`config.mk`:
```
export PLATFORM = sky130hd
export DESIGN_NAME = ohb_ctrl
export DESIGN_NICKNAME = d
export VERILOG_FILES = /design/src/include/ohb_pkg.sv /design/src/hw/ohb_busy_timer.sv /design/src/hw/ohb_ctrl.sv
export SDC_FILE = /design/constraint.sdc
export NUM_CORES = 1
export LEC_CHECK = 0
export ABC_AREA = 1
export BUFFER_PORTS_ARGS = -buffer_cell sky130_fd_sc_hd__buf_4
export CAP_MARGIN = 25
export CORE_ASPECT_RATIO = 1.4
export CORE_UTILIZATION = 40
export CTS_CLUSTER_SIZE = 25
export DETAILED_ROUTE_END_ITERATION = 10
export PLACE_DENSITY = 0.63
export SYNTH_ARGS = -nofsm -noshare
export SYNTH_HDL_FRONTEND = slang
export SYNTH_SLANG_ARGS = --single-unit
```
`constraint.sdc`:
```
create_clock -name aclk -period 2.5 [get_ports aclk]
set_clock_uncertainty 0.05 [all_clocks]
set_input_delay 0.5 -clock aclk [delete_from_list [all_inputs] [get_ports aclk]]
set_output_delay 0.5 -clock aclk [all_outputs]
set_load 0.005 [all_outputs]
```
`src/include/ohb_pkg.sv`:
```
// Purpose: Constants for the output hold and busy flag block.
// Assumes: 32-bit AXI4-Lite register bus, 50 MHz clock.
// Notes: Offsets are byte addresses of aligned words.
package ohb_pkg;
  localparam logic [7:0] OFF_CTRL = 8'h00;
  localparam logic [7:0] OFF_STATUS = 8'h04;
  localparam logic [7:0] OFF_DO_LO = 8'h08;
  localparam logic [7:0] OFF_DO_HI = 8'h0c;
  localparam logic [7:0] OFF_DEF_A = 8'h10;
  localparam logic [7:0] OFF_DEF_B = 8'h14;
  localparam logic [7:0] OFF_DEF_C = 8'h18;
  localparam logic [7:0] OFF_DEF_D = 8'h1c;
  localparam logic [7:0] OFF_CMD = 8'h20;
  localparam logic [7:0] OFF_SAFE_LO = 8'h24;
  localparam logic [7:0] OFF_SAFE_HI = 8'h28;
  // CTRL fields.
  localparam int BIT_HOLD_EN = 0;
  localparam int BIT_SAFE_EN = 1;
  // STATUS fields.
  localparam int BIT_FLASH_BUSY = 0;
  localparam int BIT_SEND_BUSY = 1;
  localparam int BIT_RB_BUSY = 2;
  // CMD fields.
  localparam int BIT_CMD_SEND = 0;
  localparam int BIT_CMD_RB = 1;
  localparam logic [1:0] RESP_OKAY = 2'b00;
  localparam logic [1:0] RESP_SLVERR = 2'b10;
  localparam logic [63:0] DO_RESET = 64'h0;
  localparam int CLK_HZ = 50000000;
  localparam int FLASH_WRITE_MS = 500;
  localparam int FLASH_WRITE_CYC = (CLK_HZ / 1000) * FLASH_WRITE_MS;
  localparam int SEND_CYC = 64;
  localparam int RB_CYC = 64;
  typedef enum logic [3:0] {
    OHB_IDLE = 4'b0001,
    OHB_SEND = 4'b0010,
    OHB_RB = 4'b0100,
    OHB_FLASH = 4'b1000
  } ohb_state_t;
endpackage

```
`src/hw/ohb_busy_timer.sv`:
```
// Purpose: Busy timer; busy rises on start and falls after a cycle count.
// Assumes: Count is at least one cycle.
// Notes: A start while busy is ignored.
`timescale 1ns/1ps
module ohb_busy_timer #(
  parameter int CYCLES = 64
) (
  input wire logic aclk,
  input wire logic aresetn,
  input wire logic ce,
  input wire logic start,
  output logic busy,
  output logic done
);
  logic [31:0] count;

  // Load on start, count down, pulse done at the end.
  always_ff @(posedge aclk)
  begin
    if (!aresetn)
    begin
      count <= 32'h0;
      busy <= 1'b0;
      done <= 1'b0;
    end
    else if (ce)
    begin
      done <= 1'b0;
      if (!busy && start)
      begin
        count <= 32'(CYCLES - 1);
        busy <= 1'b1;
      end
      else if (busy && count == 32'h0)
      begin
        busy <= 1'b0;
        done <= 1'b1;
      end
      else if (busy)
        count <= count - 32'h1;
    end
  end
endmodule // ohb_busy_timer

```
`src/hw/ohb_ctrl.sv`:
```
// Purpose: Hot-reset output hold, safety output and busy flags of a
//   64-channel output card, reached over AXI4-Lite.
// Assumes: power_on_resetn is the full power-on reset; aresetn is the
//   hot system reset; wdt_int is the watchdog interrupt level.
// Notes: Power-on reset clears all; hot reset spares the hold bit.
// Summary of operation
// - Hold enabled: hot reset keeps outputs.
// - Hold disabled: hot reset drives defaults.
// - Hold enable bit writable, resets to 0.
// - Hold enable bit reads back its state.
// - Safety enable bit reads back its state.
// - Flash busy flag shows write progress.
// - Send busy flag shows output sending.
// - Read-back busy flag shows read-back.
// - Watchdog drives safety values if enabled.
// - Last default write starts 0.5 s flash.
//
// Decided for this implementation: the register addresses and the AXI4-Lite interface to the registers.
`timescale 1ns/1ps
module ohb_ctrl
  import ohb_pkg::*;
#(
  parameter int FLASH_CYCLES = FLASH_WRITE_CYC
) (
  input wire logic aclk,
  input wire logic aresetn,
  input wire logic power_on_resetn,
  input wire logic ce,
  input wire logic wdt_int,
  input wire logic [7:0] s_axi_awaddr,
  input wire logic s_axi_awvalid,
  output logic s_axi_awready,
  input wire logic [31:0] s_axi_wdata,
  input wire logic [3:0] s_axi_wstrb,
  input wire logic s_axi_wvalid,
  output logic s_axi_wready,
  output logic [1:0] s_axi_bresp,
  output logic s_axi_bvalid,
  input wire logic s_axi_bready,
  input wire logic [7:0] s_axi_araddr,
  input wire logic s_axi_arvalid,
  output logic s_axi_arready,
  output logic [31:0] s_axi_rdata,
  output logic [1:0] s_axi_rresp,
  output logic s_axi_rvalid,
  input wire logic s_axi_rready,
  output logic [63:0] dout
);
  logic hold_en;
  logic safe_en;
  logic [63:0] out_reg;
  logic [63:0] def_val;
  logic [63:0] safe_val;
  logic [63:0] staged;
  logic aw_held;
  logic w_held;
  logic [7:0] aw_addr;
  logic [31:0] w_data;
  logic [3:0] w_strb;
  logic hot_pending;
  logic wdt_prev;
  logic flash_busy;
  logic send_busy;
  logic rb_busy;
  logic send_done;
  ohb_state_t state;

  // Power-on reset also clears everything that the hot reset clears.
  wire sys_rstn = aresetn && power_on_resetn;

  // Write decode, taken when both address and data are held.
  wire wr_fire = aw_held && w_held && !s_axi_bvalid;
  wire wr_lane0 = w_strb[0];
  wire wr_ctrl = wr_fire && aw_addr == OFF_CTRL && wr_lane0;
  wire wr_do_lo = wr_fire && aw_addr == OFF_DO_LO;
  wire wr_do_hi = wr_fire && aw_addr == OFF_DO_HI;
  wire wr_def_a = wr_fire && aw_addr == OFF_DEF_A;
  wire wr_def_b = wr_fire && aw_addr == OFF_DEF_B;
  wire wr_def_c = wr_fire && aw_addr == OFF_DEF_C;
  wire wr_def_d = wr_fire && aw_addr == OFF_DEF_D;
  wire wr_cmd = wr_fire && aw_addr == OFF_CMD && wr_lane0;
  wire wr_safe_lo = wr_fire && aw_addr == OFF_SAFE_LO;
  wire wr_safe_hi = wr_fire && aw_addr == OFF_SAFE_HI;
  wire wr_known = wr_ctrl || wr_do_lo || wr_do_hi || wr_def_a ||
    wr_def_b || wr_def_c || wr_def_d || wr_cmd || wr_safe_lo || wr_safe_hi;
  wire [15:0] wr_half = {w_strb[1] ? w_data[15:8] : 8'h00,
    w_strb[0] ? w_data[7:0] : 8'h00};
  wire start_send = wr_cmd && w_data[BIT_CMD_SEND];
  wire start_rb = wr_cmd && w_data[BIT_CMD_RB];
  wire wdt_rise = wdt_int && !wdt_prev;
  wire [2:0] busy_bits = {rb_busy, send_busy, flash_busy};

  // Read decode.
  wire rd_fire = s_axi_arvalid && !s_axi_rvalid;
  wire [31:0] rd_ctrl = {30'h0, safe_en, hold_en};
  wire [31:0] rd_status = {29'h0, busy_bits};
  wire rd_known = s_axi_araddr == OFF_CTRL || s_axi_araddr == OFF_STATUS ||
    s_axi_araddr == OFF_DO_LO || s_axi_araddr == OFF_DO_HI;
  wire [31:0] rd_mux =
    s_axi_araddr == OFF_CTRL ? rd_ctrl :
    s_axi_araddr == OFF_STATUS ? rd_status :
    s_axi_araddr == OFF_DO_LO ? out_reg[31:0] :
    s_axi_araddr == OFF_DO_HI ? out_reg[63:32] : 32'h0;

  // Hold enable survives hot reset; only power-on clears it.
  always_ff @(posedge aclk)
  begin
    if (!power_on_resetn)
      hold_en <= 1'b0;
    else if (ce && wr_ctrl)
      hold_en <= w_data[BIT_HOLD_EN];
  end

  // Output latch and stored values also live across hot reset.
  always_ff @(posedge aclk)
  begin
    if (!power_on_resetn)
    begin
      out_reg <= DO_RESET;
      def_val <= DO_RESET;
      safe_val <= DO_RESET;
      staged <= DO_RESET;
      hot_pending <= 1'b0;
    end
    else if (!aresetn)
      hot_pending <= 1'b1;
    else if (ce)
    begin
      hot_pending <= 1'b0;
      if (hot_pending && !hold_en)
        out_reg <= def_val;
      else if (hot_pending)
        out_reg <= out_reg;
      else if (wdt_rise && safe_en)
        out_reg <= safe_val;
      else if (send_done && !wdt_int)
        out_reg <= staged;
      if (wr_do_lo)
        staged[31:0] <= w_data;
      if (wr_do_hi)
        staged[63:32] <= w_data;
      if (wr_def_a)
        def_val[15:0] <= wr_half;
      if (wr_def_b)
        def_val[31:16] <= wr_half;
      if (wr_def_c)
        def_val[47:32] <= wr_half;
      if (wr_def_d)
        def_val[63:48] <= wr_half;
      if (wr_safe_lo)
        safe_val[31:0] <= w_data;
      if (wr_safe_hi)
        safe_val[63:32] <= w_data;
    end
  end

  // Safety enable and watchdog edge follow either reset.
  always_ff @(posedge aclk)
  begin
    if (!sys_rstn)
    begin
      safe_en <= 1'b0;
      wdt_prev <= 1'b0;
    end
    else if (ce)
    begin
      wdt_prev <= wdt_int;
      if (wr_ctrl)
        safe_en <= w_data[BIT_SAFE_EN];
    end
  end

  // Busy timers for flash, send and read-back jobs.
  ohb_busy_timer #(.CYCLES(FLASH_CYCLES)) u_flash (
    .aclk(aclk), .aresetn(sys_rstn), .ce(ce),
    .start(wr_def_d),
    .busy(flash_busy), .done()
  );
  ohb_busy_timer #(.CYCLES(SEND_CYC)) u_send (
    .aclk(aclk), .aresetn(sys_rstn), .ce(ce),
    .start(start_send),
    .busy(send_busy), .done(send_done)
  );
  ohb_busy_timer #(.CYCLES(RB_CYC)) u_rb (
    .aclk(aclk), .aresetn(sys_rstn), .ce(ce),
    .start(start_rb),
    .busy(rb_busy), .done()
  );

  // Summary state of the job engine, flash has priority in the report.
  always_ff @(posedge aclk)
  begin
    if (!sys_rstn)
      state <= OHB_IDLE;
    else if (ce)
    begin
      case (1'b1)
        flash_busy: state <= OHB_FLASH;
        send_busy: state <= OHB_SEND;
        rb_busy: state <= OHB_RB;
        default: state <= OHB_IDLE;
      endcase
    end
  end

  // AXI write channels: capture address and data in either order.
  always_ff @(posedge aclk)
  begin
    if (!sys_rstn)
    begin
      aw_held <= 1'b0;
      w_held <= 1'b0;
      aw_addr <= 8'h00;
      w_data <= 32'h0;
      w_strb <= 4'h0;
      s_axi_awready <= 1'b0;
      s_axi_wready <= 1'b0;
      s_axi_bvalid <= 1'b0;
      s_axi_bresp <= RESP_OKAY;
    end
    else if (ce)
    begin
      s_axi_awready <= !aw_held && !s_axi_awready && s_axi_awvalid;
      s_axi_wready <= !w_held && !s_axi_wready && s_axi_wvalid;
      if (s_axi_awvalid && s_axi_awready)
      begin
        aw_held <= 1'b1;
        aw_addr <= s_axi_awaddr;
      end
      if (s_axi_wvalid && s_axi_wready)
      begin
        w_held <= 1'b1;
        w_data <= s_axi_wdata;
        w_strb <= s_axi_wstrb;
      end
      if (wr_fire)
      begin
        aw_held <= 1'b0;
        w_held <= 1'b0;
        s_axi_bvalid <= 1'b1;
        s_axi_bresp <= wr_known ? RESP_OKAY : RESP_SLVERR;
      end
      else if (s_axi_bvalid && s_axi_bready)
        s_axi_bvalid <= 1'b0;
    end
  end

  // AXI read channels: one cycle from address to data.
  always_ff @(posedge aclk)
  begin
    if (!sys_rstn)
    begin
      s_axi_arready <= 1'b0;
      s_axi_rvalid <= 1'b0;
      s_axi_rdata <= 32'h0;
      s_axi_rresp <= RESP_OKAY;
    end
    else if (ce)
    begin
      s_axi_arready <= rd_fire && !s_axi_arready;
      if (s_axi_arvalid && s_axi_arready)
      begin
        s_axi_rvalid <= 1'b1;
        s_axi_rdata <= rd_mux;
        s_axi_rresp <= rd_known ? RESP_OKAY : RESP_SLVERR;
      end
      else if (s_axi_rvalid && s_axi_rready)
        s_axi_rvalid <= 1'b0;
    end
  end

  // Outputs come from the output latch.
  always_ff @(posedge aclk)
  begin
    if (!power_on_resetn)
      dout <= DO_RESET;
    else if (ce)
      dout <= out_reg;
  end
endmodule // ohb_ctrl

```
# Word level (Yosys, flattened, before mapping)
# Cells that the tools add are included.
[word_totals] reg_bits=509 inputBits=62 output_inout_bits=105 wordCells=197
[classes] n_addsub=3 n_eq_ne=17 mux=39 n_reduce_logical=104
[ops] operator="32-bit 2-to-1 mux" count=13
[ops] operator="64-bit 2-to-1 mux" count=4
[ops] operator="32-bit zero test" count=3
[ops] operator="32-bit by 1-bit subtractor with 32-bit output, second input constant" count=3
[ops] operator="1-bit logical AND" count=39
[ops] operator="3-bit AND reduction" count=11
[ops] operator="8-bit by 4-bit equality test with 1-bit output, second input constant" count=4
[ops] operator="8-bit by 5-bit equality test with 1-bit output, second input constant" count=4
[ops] operator="8-bit by 6-bit equality test with 1-bit output, second input constant" count=3
[ops] operator="2-bit AND reduction" count=12
[ops] operator="2-bit nonzero test" count=10
[ops] operator="1-bit 2-to-1 mux" count=18
[ops] operator="8-bit zero test" count=2
[ops] operator="8-bit 2-to-1 mux" count=2
[ops] operator="1-bit zero test" count=13
[ops] operator="1-bit logical OR" count=12
[ops] operator="2-bit by 1-bit != test with 1-bit output, second input constant" count=5
[ops] operator="8-bit by 3-bit equality test with 1-bit output, second input constant" count=1
[ops] operator="2-bit 2-to-1 mux" count=2
[ops] operator="4-bit AND reduction" count=1
[ops] operator="3-bit nonzero test" count=1

# Logic depth before layout (Yosys ltp)
[logic_depth] depth_word=14 ltp_mapped=13 depth_no_buf=12

# Cells and area by module
# A second synthesis with hierarchy kept.
[unflattened] cells_unflattened=3525 area_unflattened_um2=23661.4
[modules_own_cells] mod="ohb_ctrl" n_inst=1 cells_each=2349 area_per_inst_um2=16671.0 seq_area_each_um2=8147.8
[modules_own_cells] mod="ohb_busy_timer (u_send)" n_inst=1 cells_each=399 area_per_inst_um2=2407.3 seq_area_each_um2=680.7
[modules_own_cells] mod="ohb_busy_timer (u_rb)" n_inst=1 cells_each=393 area_per_inst_um2=2323.5 seq_area_each_um2=680.7
[modules_own_cells] mod="ohb_busy_timer (u_flash)" n_inst=1 cells_each=384 area_per_inst_um2=2259.7 seq_area_each_um2=680.7

# Least setup slack after synthesis
# OpenSTA, ideal clock, no wires.
[synth_path] path_type="input to register" startpoint="input port ce" endpoint="register staged[33]" setup_time_ns=0.128 arrival_time_ns=1.567 t_required_ns=2.322 setup_slack_ns=0.755 stages=5 path_buffers=2 path_cell_list="buf_2 > nand2_1 > nor4_4 > clkbuf_1 > a21oi_1"
[synth_between] elab_chain_cells=1
[synth_lines] element="start: declaration" line="ohb_ctrl.sv:28" source="input wire logic ce,"
[synth_lines] element="3-bit AND reduction (no line)"
[synth_lines] element="end signal: assignment" line="ohb_ctrl.sv:141" source="staged[63:32] <= w_data;"
[synth_lines] element="end: declaration" line="ohb_ctrl.sv:54" source="logic [63:0] staged;"
# No other way between the ends.
# A chain may end at the register's enable or synchronous reset.

# Worst setup path in the final report
[layout_path] startpoint="register aw_addr[7]" endpoint="register u_send.count[3]"
[layout_between] elab_chain_cells=7 word_cells_on_any_way=9 cone_classes="eq/ne: 2; mux: 1; reduce/logical: 6"
[layout_lines] element="start: declaration" line="ohb_ctrl.sv:57" source="logic [7:0] aw_addr;"
[layout_lines] element="start signal: assignment" line="ohb_ctrl.sv:228" source="aw_addr <= s_axi_awaddr;"
[layout_lines] element="8-bit by 6-bit equality test with 1-bit output (*)" line="ohb_ctrl.sv:81" source="wire wr_cmd = wr_fire && aw_addr == OFF_CMD && wr_lane0;"
[layout_lines] element="1-bit logical AND (*) (2 in a row)" line="ohb_ctrl.sv:81"
[layout_lines] element="1-bit logical AND (*)" line="ohb_ctrl.sv:88" source="wire start_send = wr_cmd && w_data[BIT_CMD_SEND];"
[layout_lines] element="1-bit logical AND (*)" line="ohb_busy_timer.sv:29" source="if (!busy && start)"
[layout_lines] element="2-bit by 1-bit != test with 1-bit output (no line) or 2-bit nonzero test (tied branches)"
[layout_lines] element="3-bit AND reduction (no line)"
[layout_lines] element="end signal: assignment" line="ohb_busy_timer.sv:31" source="count <= 32'(CYCLES - 1);"
[layout_lines] element="end signal: assignment" line="ohb_busy_timer.sv:40" source="count <= count - 32'h1;"
[layout_lines] element="end: declaration" line="ohb_busy_timer.sv:15" source="logic [31:0] count;"
# Mark *: on every way between the ends. The rest lies on a longest branch, timed or not.

==> results.toml <==
[cells_and_area]
final_area_sq_um = 26100
area_delta_synth_final_pct = 16.1
drive_above_1_share_pct = 9.94
stdcell_count = 4059
diodes = 0
nNetsFinal = 3360

[placed_design]
dp_hpwl_microns = 45200
place_congestion = 0.907
pre_cts_ws_ps = 266
portBuffers = 162
place_area_sq_um = 24500
placed_cells = 3968

[sta]
fin_setup_tns_ps = 0
setup_viol_count_final = 0
finalMaxSlewViolations = 0
worst_pin_slew_ps = 573
rsz0062_at_grt = "false"
fin_crit_ps = 2110
finalWorstSetupSlack_ps = 391
hold_violations = 0
fmax_ghz = 0.474
slew_headroom_pct = 61.8
timing.final.crit_share_pct = 84.3

[global_routing]
grt_usage_pct = 22.3
antenna_found_initial = 0
grt_max_degree = 129
grt_pass1_vias = 18400
grt_overflow = 0
grt_pass1_wl_microns = 102000

[floorplan]
core.rowCount = 102
io_pins = 167
die_h_microns = 283
fp.dieW_microns = 202
dieArea_sq_um = 57200
core_region_area_sq_um = 55400
floorplan.initialDensity_pct = 40.6

[routing]
antenna_left = 0
drt_pass1_iterations = 5
drc = 0
drt_wl_total_microns = 64700
wl_per_cell_microns = 15.9
via_count = 20300
viasPerCell = 5.01
drt-initial-drc-count = 1283

[worst_setup_path]
cp_max_fo = 32
path_delay_family = "simple AND/OR/NAND/NOR gates"
reg2reg_setup_slack_ps = 390
reg2regPathDepth = 11
critPathMaxStageDelay_ps = 330
reg2reg_to = "u_send.count[3]"
crit_buf_inv = 3
path_class = "register to register"
cp_slowest_cell = "buf_4"
critPathLaunchType = "register"
reg2reg_from = "aw_addr[7]"
arrival_ps = 2590
crit_chain = "nor2_2, nand2_1, nor2_2, buf_4, nand3_1, nand2_1, inv_2, nor2_4, buf_4, o21ai_0, a21oi_1"
endpoint_kind = "register"
required_ps = 2980

[pwr]
p_sw_share_pct = 22.7
p_clk_share_pct = 46.2
p_int_mw = 12.9
combPwrFrac_pct = 4.2
powerDensity_nw_per_um2 = 637
switchingPower_mw = 3.79
ir_drop_mv = 0.740
p_seq_share_pct = 49.6
leakage_nw = 10.6

[worst_hold_path]
worstHoldPathCells = 4
holdPathEnd = "s_axi_bvalid"
worstHoldStart = "s_axi_bready"
hold_path_class = "input port to register"

[logic_synthesis]
yosysTopAreaCell = "dfxtp_1"
synth_cell_types = 37
synth_area_sq_um = 22500
synth.area.top_cells = "dfxtp_1 45%, a21oi_1 11%, o21ai_0 10%"
ys_warn_count = 0
synthCells = 3218
yosys.area.top_type_share_pct = 45.1
synth-seq-cells = 507
yosysSeqAreaShare_pct = 45.1
avgSynthCellArea_sq_um = 6.99

[clock_network]
cts-htree-levels = 2
cts_buffer_depth = 3
clkLatencyLatePin_ps = 600
postCtsResizedCells = 0
cts_tree = "done"
hold_buffers = 0
clk_pin_slew_ps = 70
numCtsBuffers = 50
cts_root_buffer = "clkbuf_16"
post_cts_buffers = 0
cts.sinks = 507

[status]
outcome = "completed"

[run]
max_cap_violations = 0
worst min-delay path: cells and delay by family:
family                 cells  cell delay (ps)
AOI/OAI and AO/OA          1               50
buffers and inverters      1               70
and+or+nand+nor            2               90
layer usage:
layer / global-route usage, % / vias up / wire, microns
met1: 29.2 / 9151 / 29700
li1: - / 10700 / -
met2: 36.9 / 397 / 29900
met4: 8.44 / 0 / 2290
met5: 0 / - / 0
met3: 3.09 / 105 / 2740
worst max-delay path by stage:
stage	from	end	slack, ps	cells after the start
floorplan	ce	staged[33]	750	5
global placement	wdt_int	out_reg[57]	270	10
detailed placement	wdt_int	out_reg[10]	270	9
CTS	aw_addr[7]	u_send.count[3]	390	11
global route	aw_addr[7]	u_send.count[3]	170	11
finish	aw_addr[7]	u_send.count[3]	390	11
cell usage in the layout, fill, tap and decap left out, types with 20 or more instances in the layout:
master / count
a211oi_1: 35
a21oi_1: 491
buf_12: 20
buf_4: 201
clkbuf_16: 50
dfxtp_1: 507
inv_1: 324
nand2_1: 528
nand3_1: 115
nand4_1: 22
nor2_1: 377
o21ai_0: 455
o21ai_1: 45
xnor2_1: 21
xor2_1: 21
layout make-up:
class                   instances  area, sq um
fillers                      5748        29300
multi-input cells            2179        10300
flip-flops and latches        507        10100
repair buffers                222         1920
clock buffers                  73         1400
inverters                     332         1250
well taps                     728          911
clock inverters                18          246
cell families (layout without fill, tap and decap cells):
family	Yosys count	in the layout	synth area share, %
AOI/OAI and AO/OA	1038	1038	23.6
xor gates and xnor gates	42	42	1.63
adders and majority gates	6	6	0.334
buffers and inverters	533	645	9.51
DFF	507	507	45.1
other	1	2	0.0167
and+or+nand+nor	1091	1091	19.8
power by group through the flow:
stage | registers (mW) | clock network (mW) | logic [mW]
6_report | 8.26 | 7.69 | 0.705
5_1_grt | 8.26 | 8.20 | 0.784
4_1_cts | 8.26 | 7.86 | 0.714
3_5_place_dp | 8.44 | 0 | 0.711
3_3_place_gp | 8.44 | 0 | 0.706
2_1_floorplan | 8.42 | 0 | 0.374
metrics by stage:
step           power [mW]  util, %  hold slack, ps
2_1_floorplan        8.79        -             374
3_3_place_gp         9.14     44.2             381
3_5_place_dp         9.15     44.2             384
4_1_cts              16.8     47.2            89.0
5_1_grt              17.2     47.2             121
6_report             16.7     47.2             117
cells in the mapped netlist:
cell      count
a211oi_1     35
a21oi_1     491
a31oi_1       2
and2_1        1
buf_1         8
buf_2        52
buf_4         6
buf_6         7
clkbuf_1    128
clkinv_1      2
conb_1        1
dfxtp_1     507
ha_1          6
inv_1       324
inv_2         6
nand2_1     530
nand2_2       4
nand3_1     117
nand3_2       2
nand3b_1      4
nand4_1      22
nor2_1      380
nor2_2        5
nor2_4        6
nor3_1       13
nor3_4        1
nor3b_2       1
nor4_1        2
nor4_4        1
o211ai_1      1
o21ai_0     455
o21ai_1      46
o21bai_1      8
or2_1         1
or2_2         1
xnor2_1      21
xor2_1       21
(Power assumes the default switching activity.)
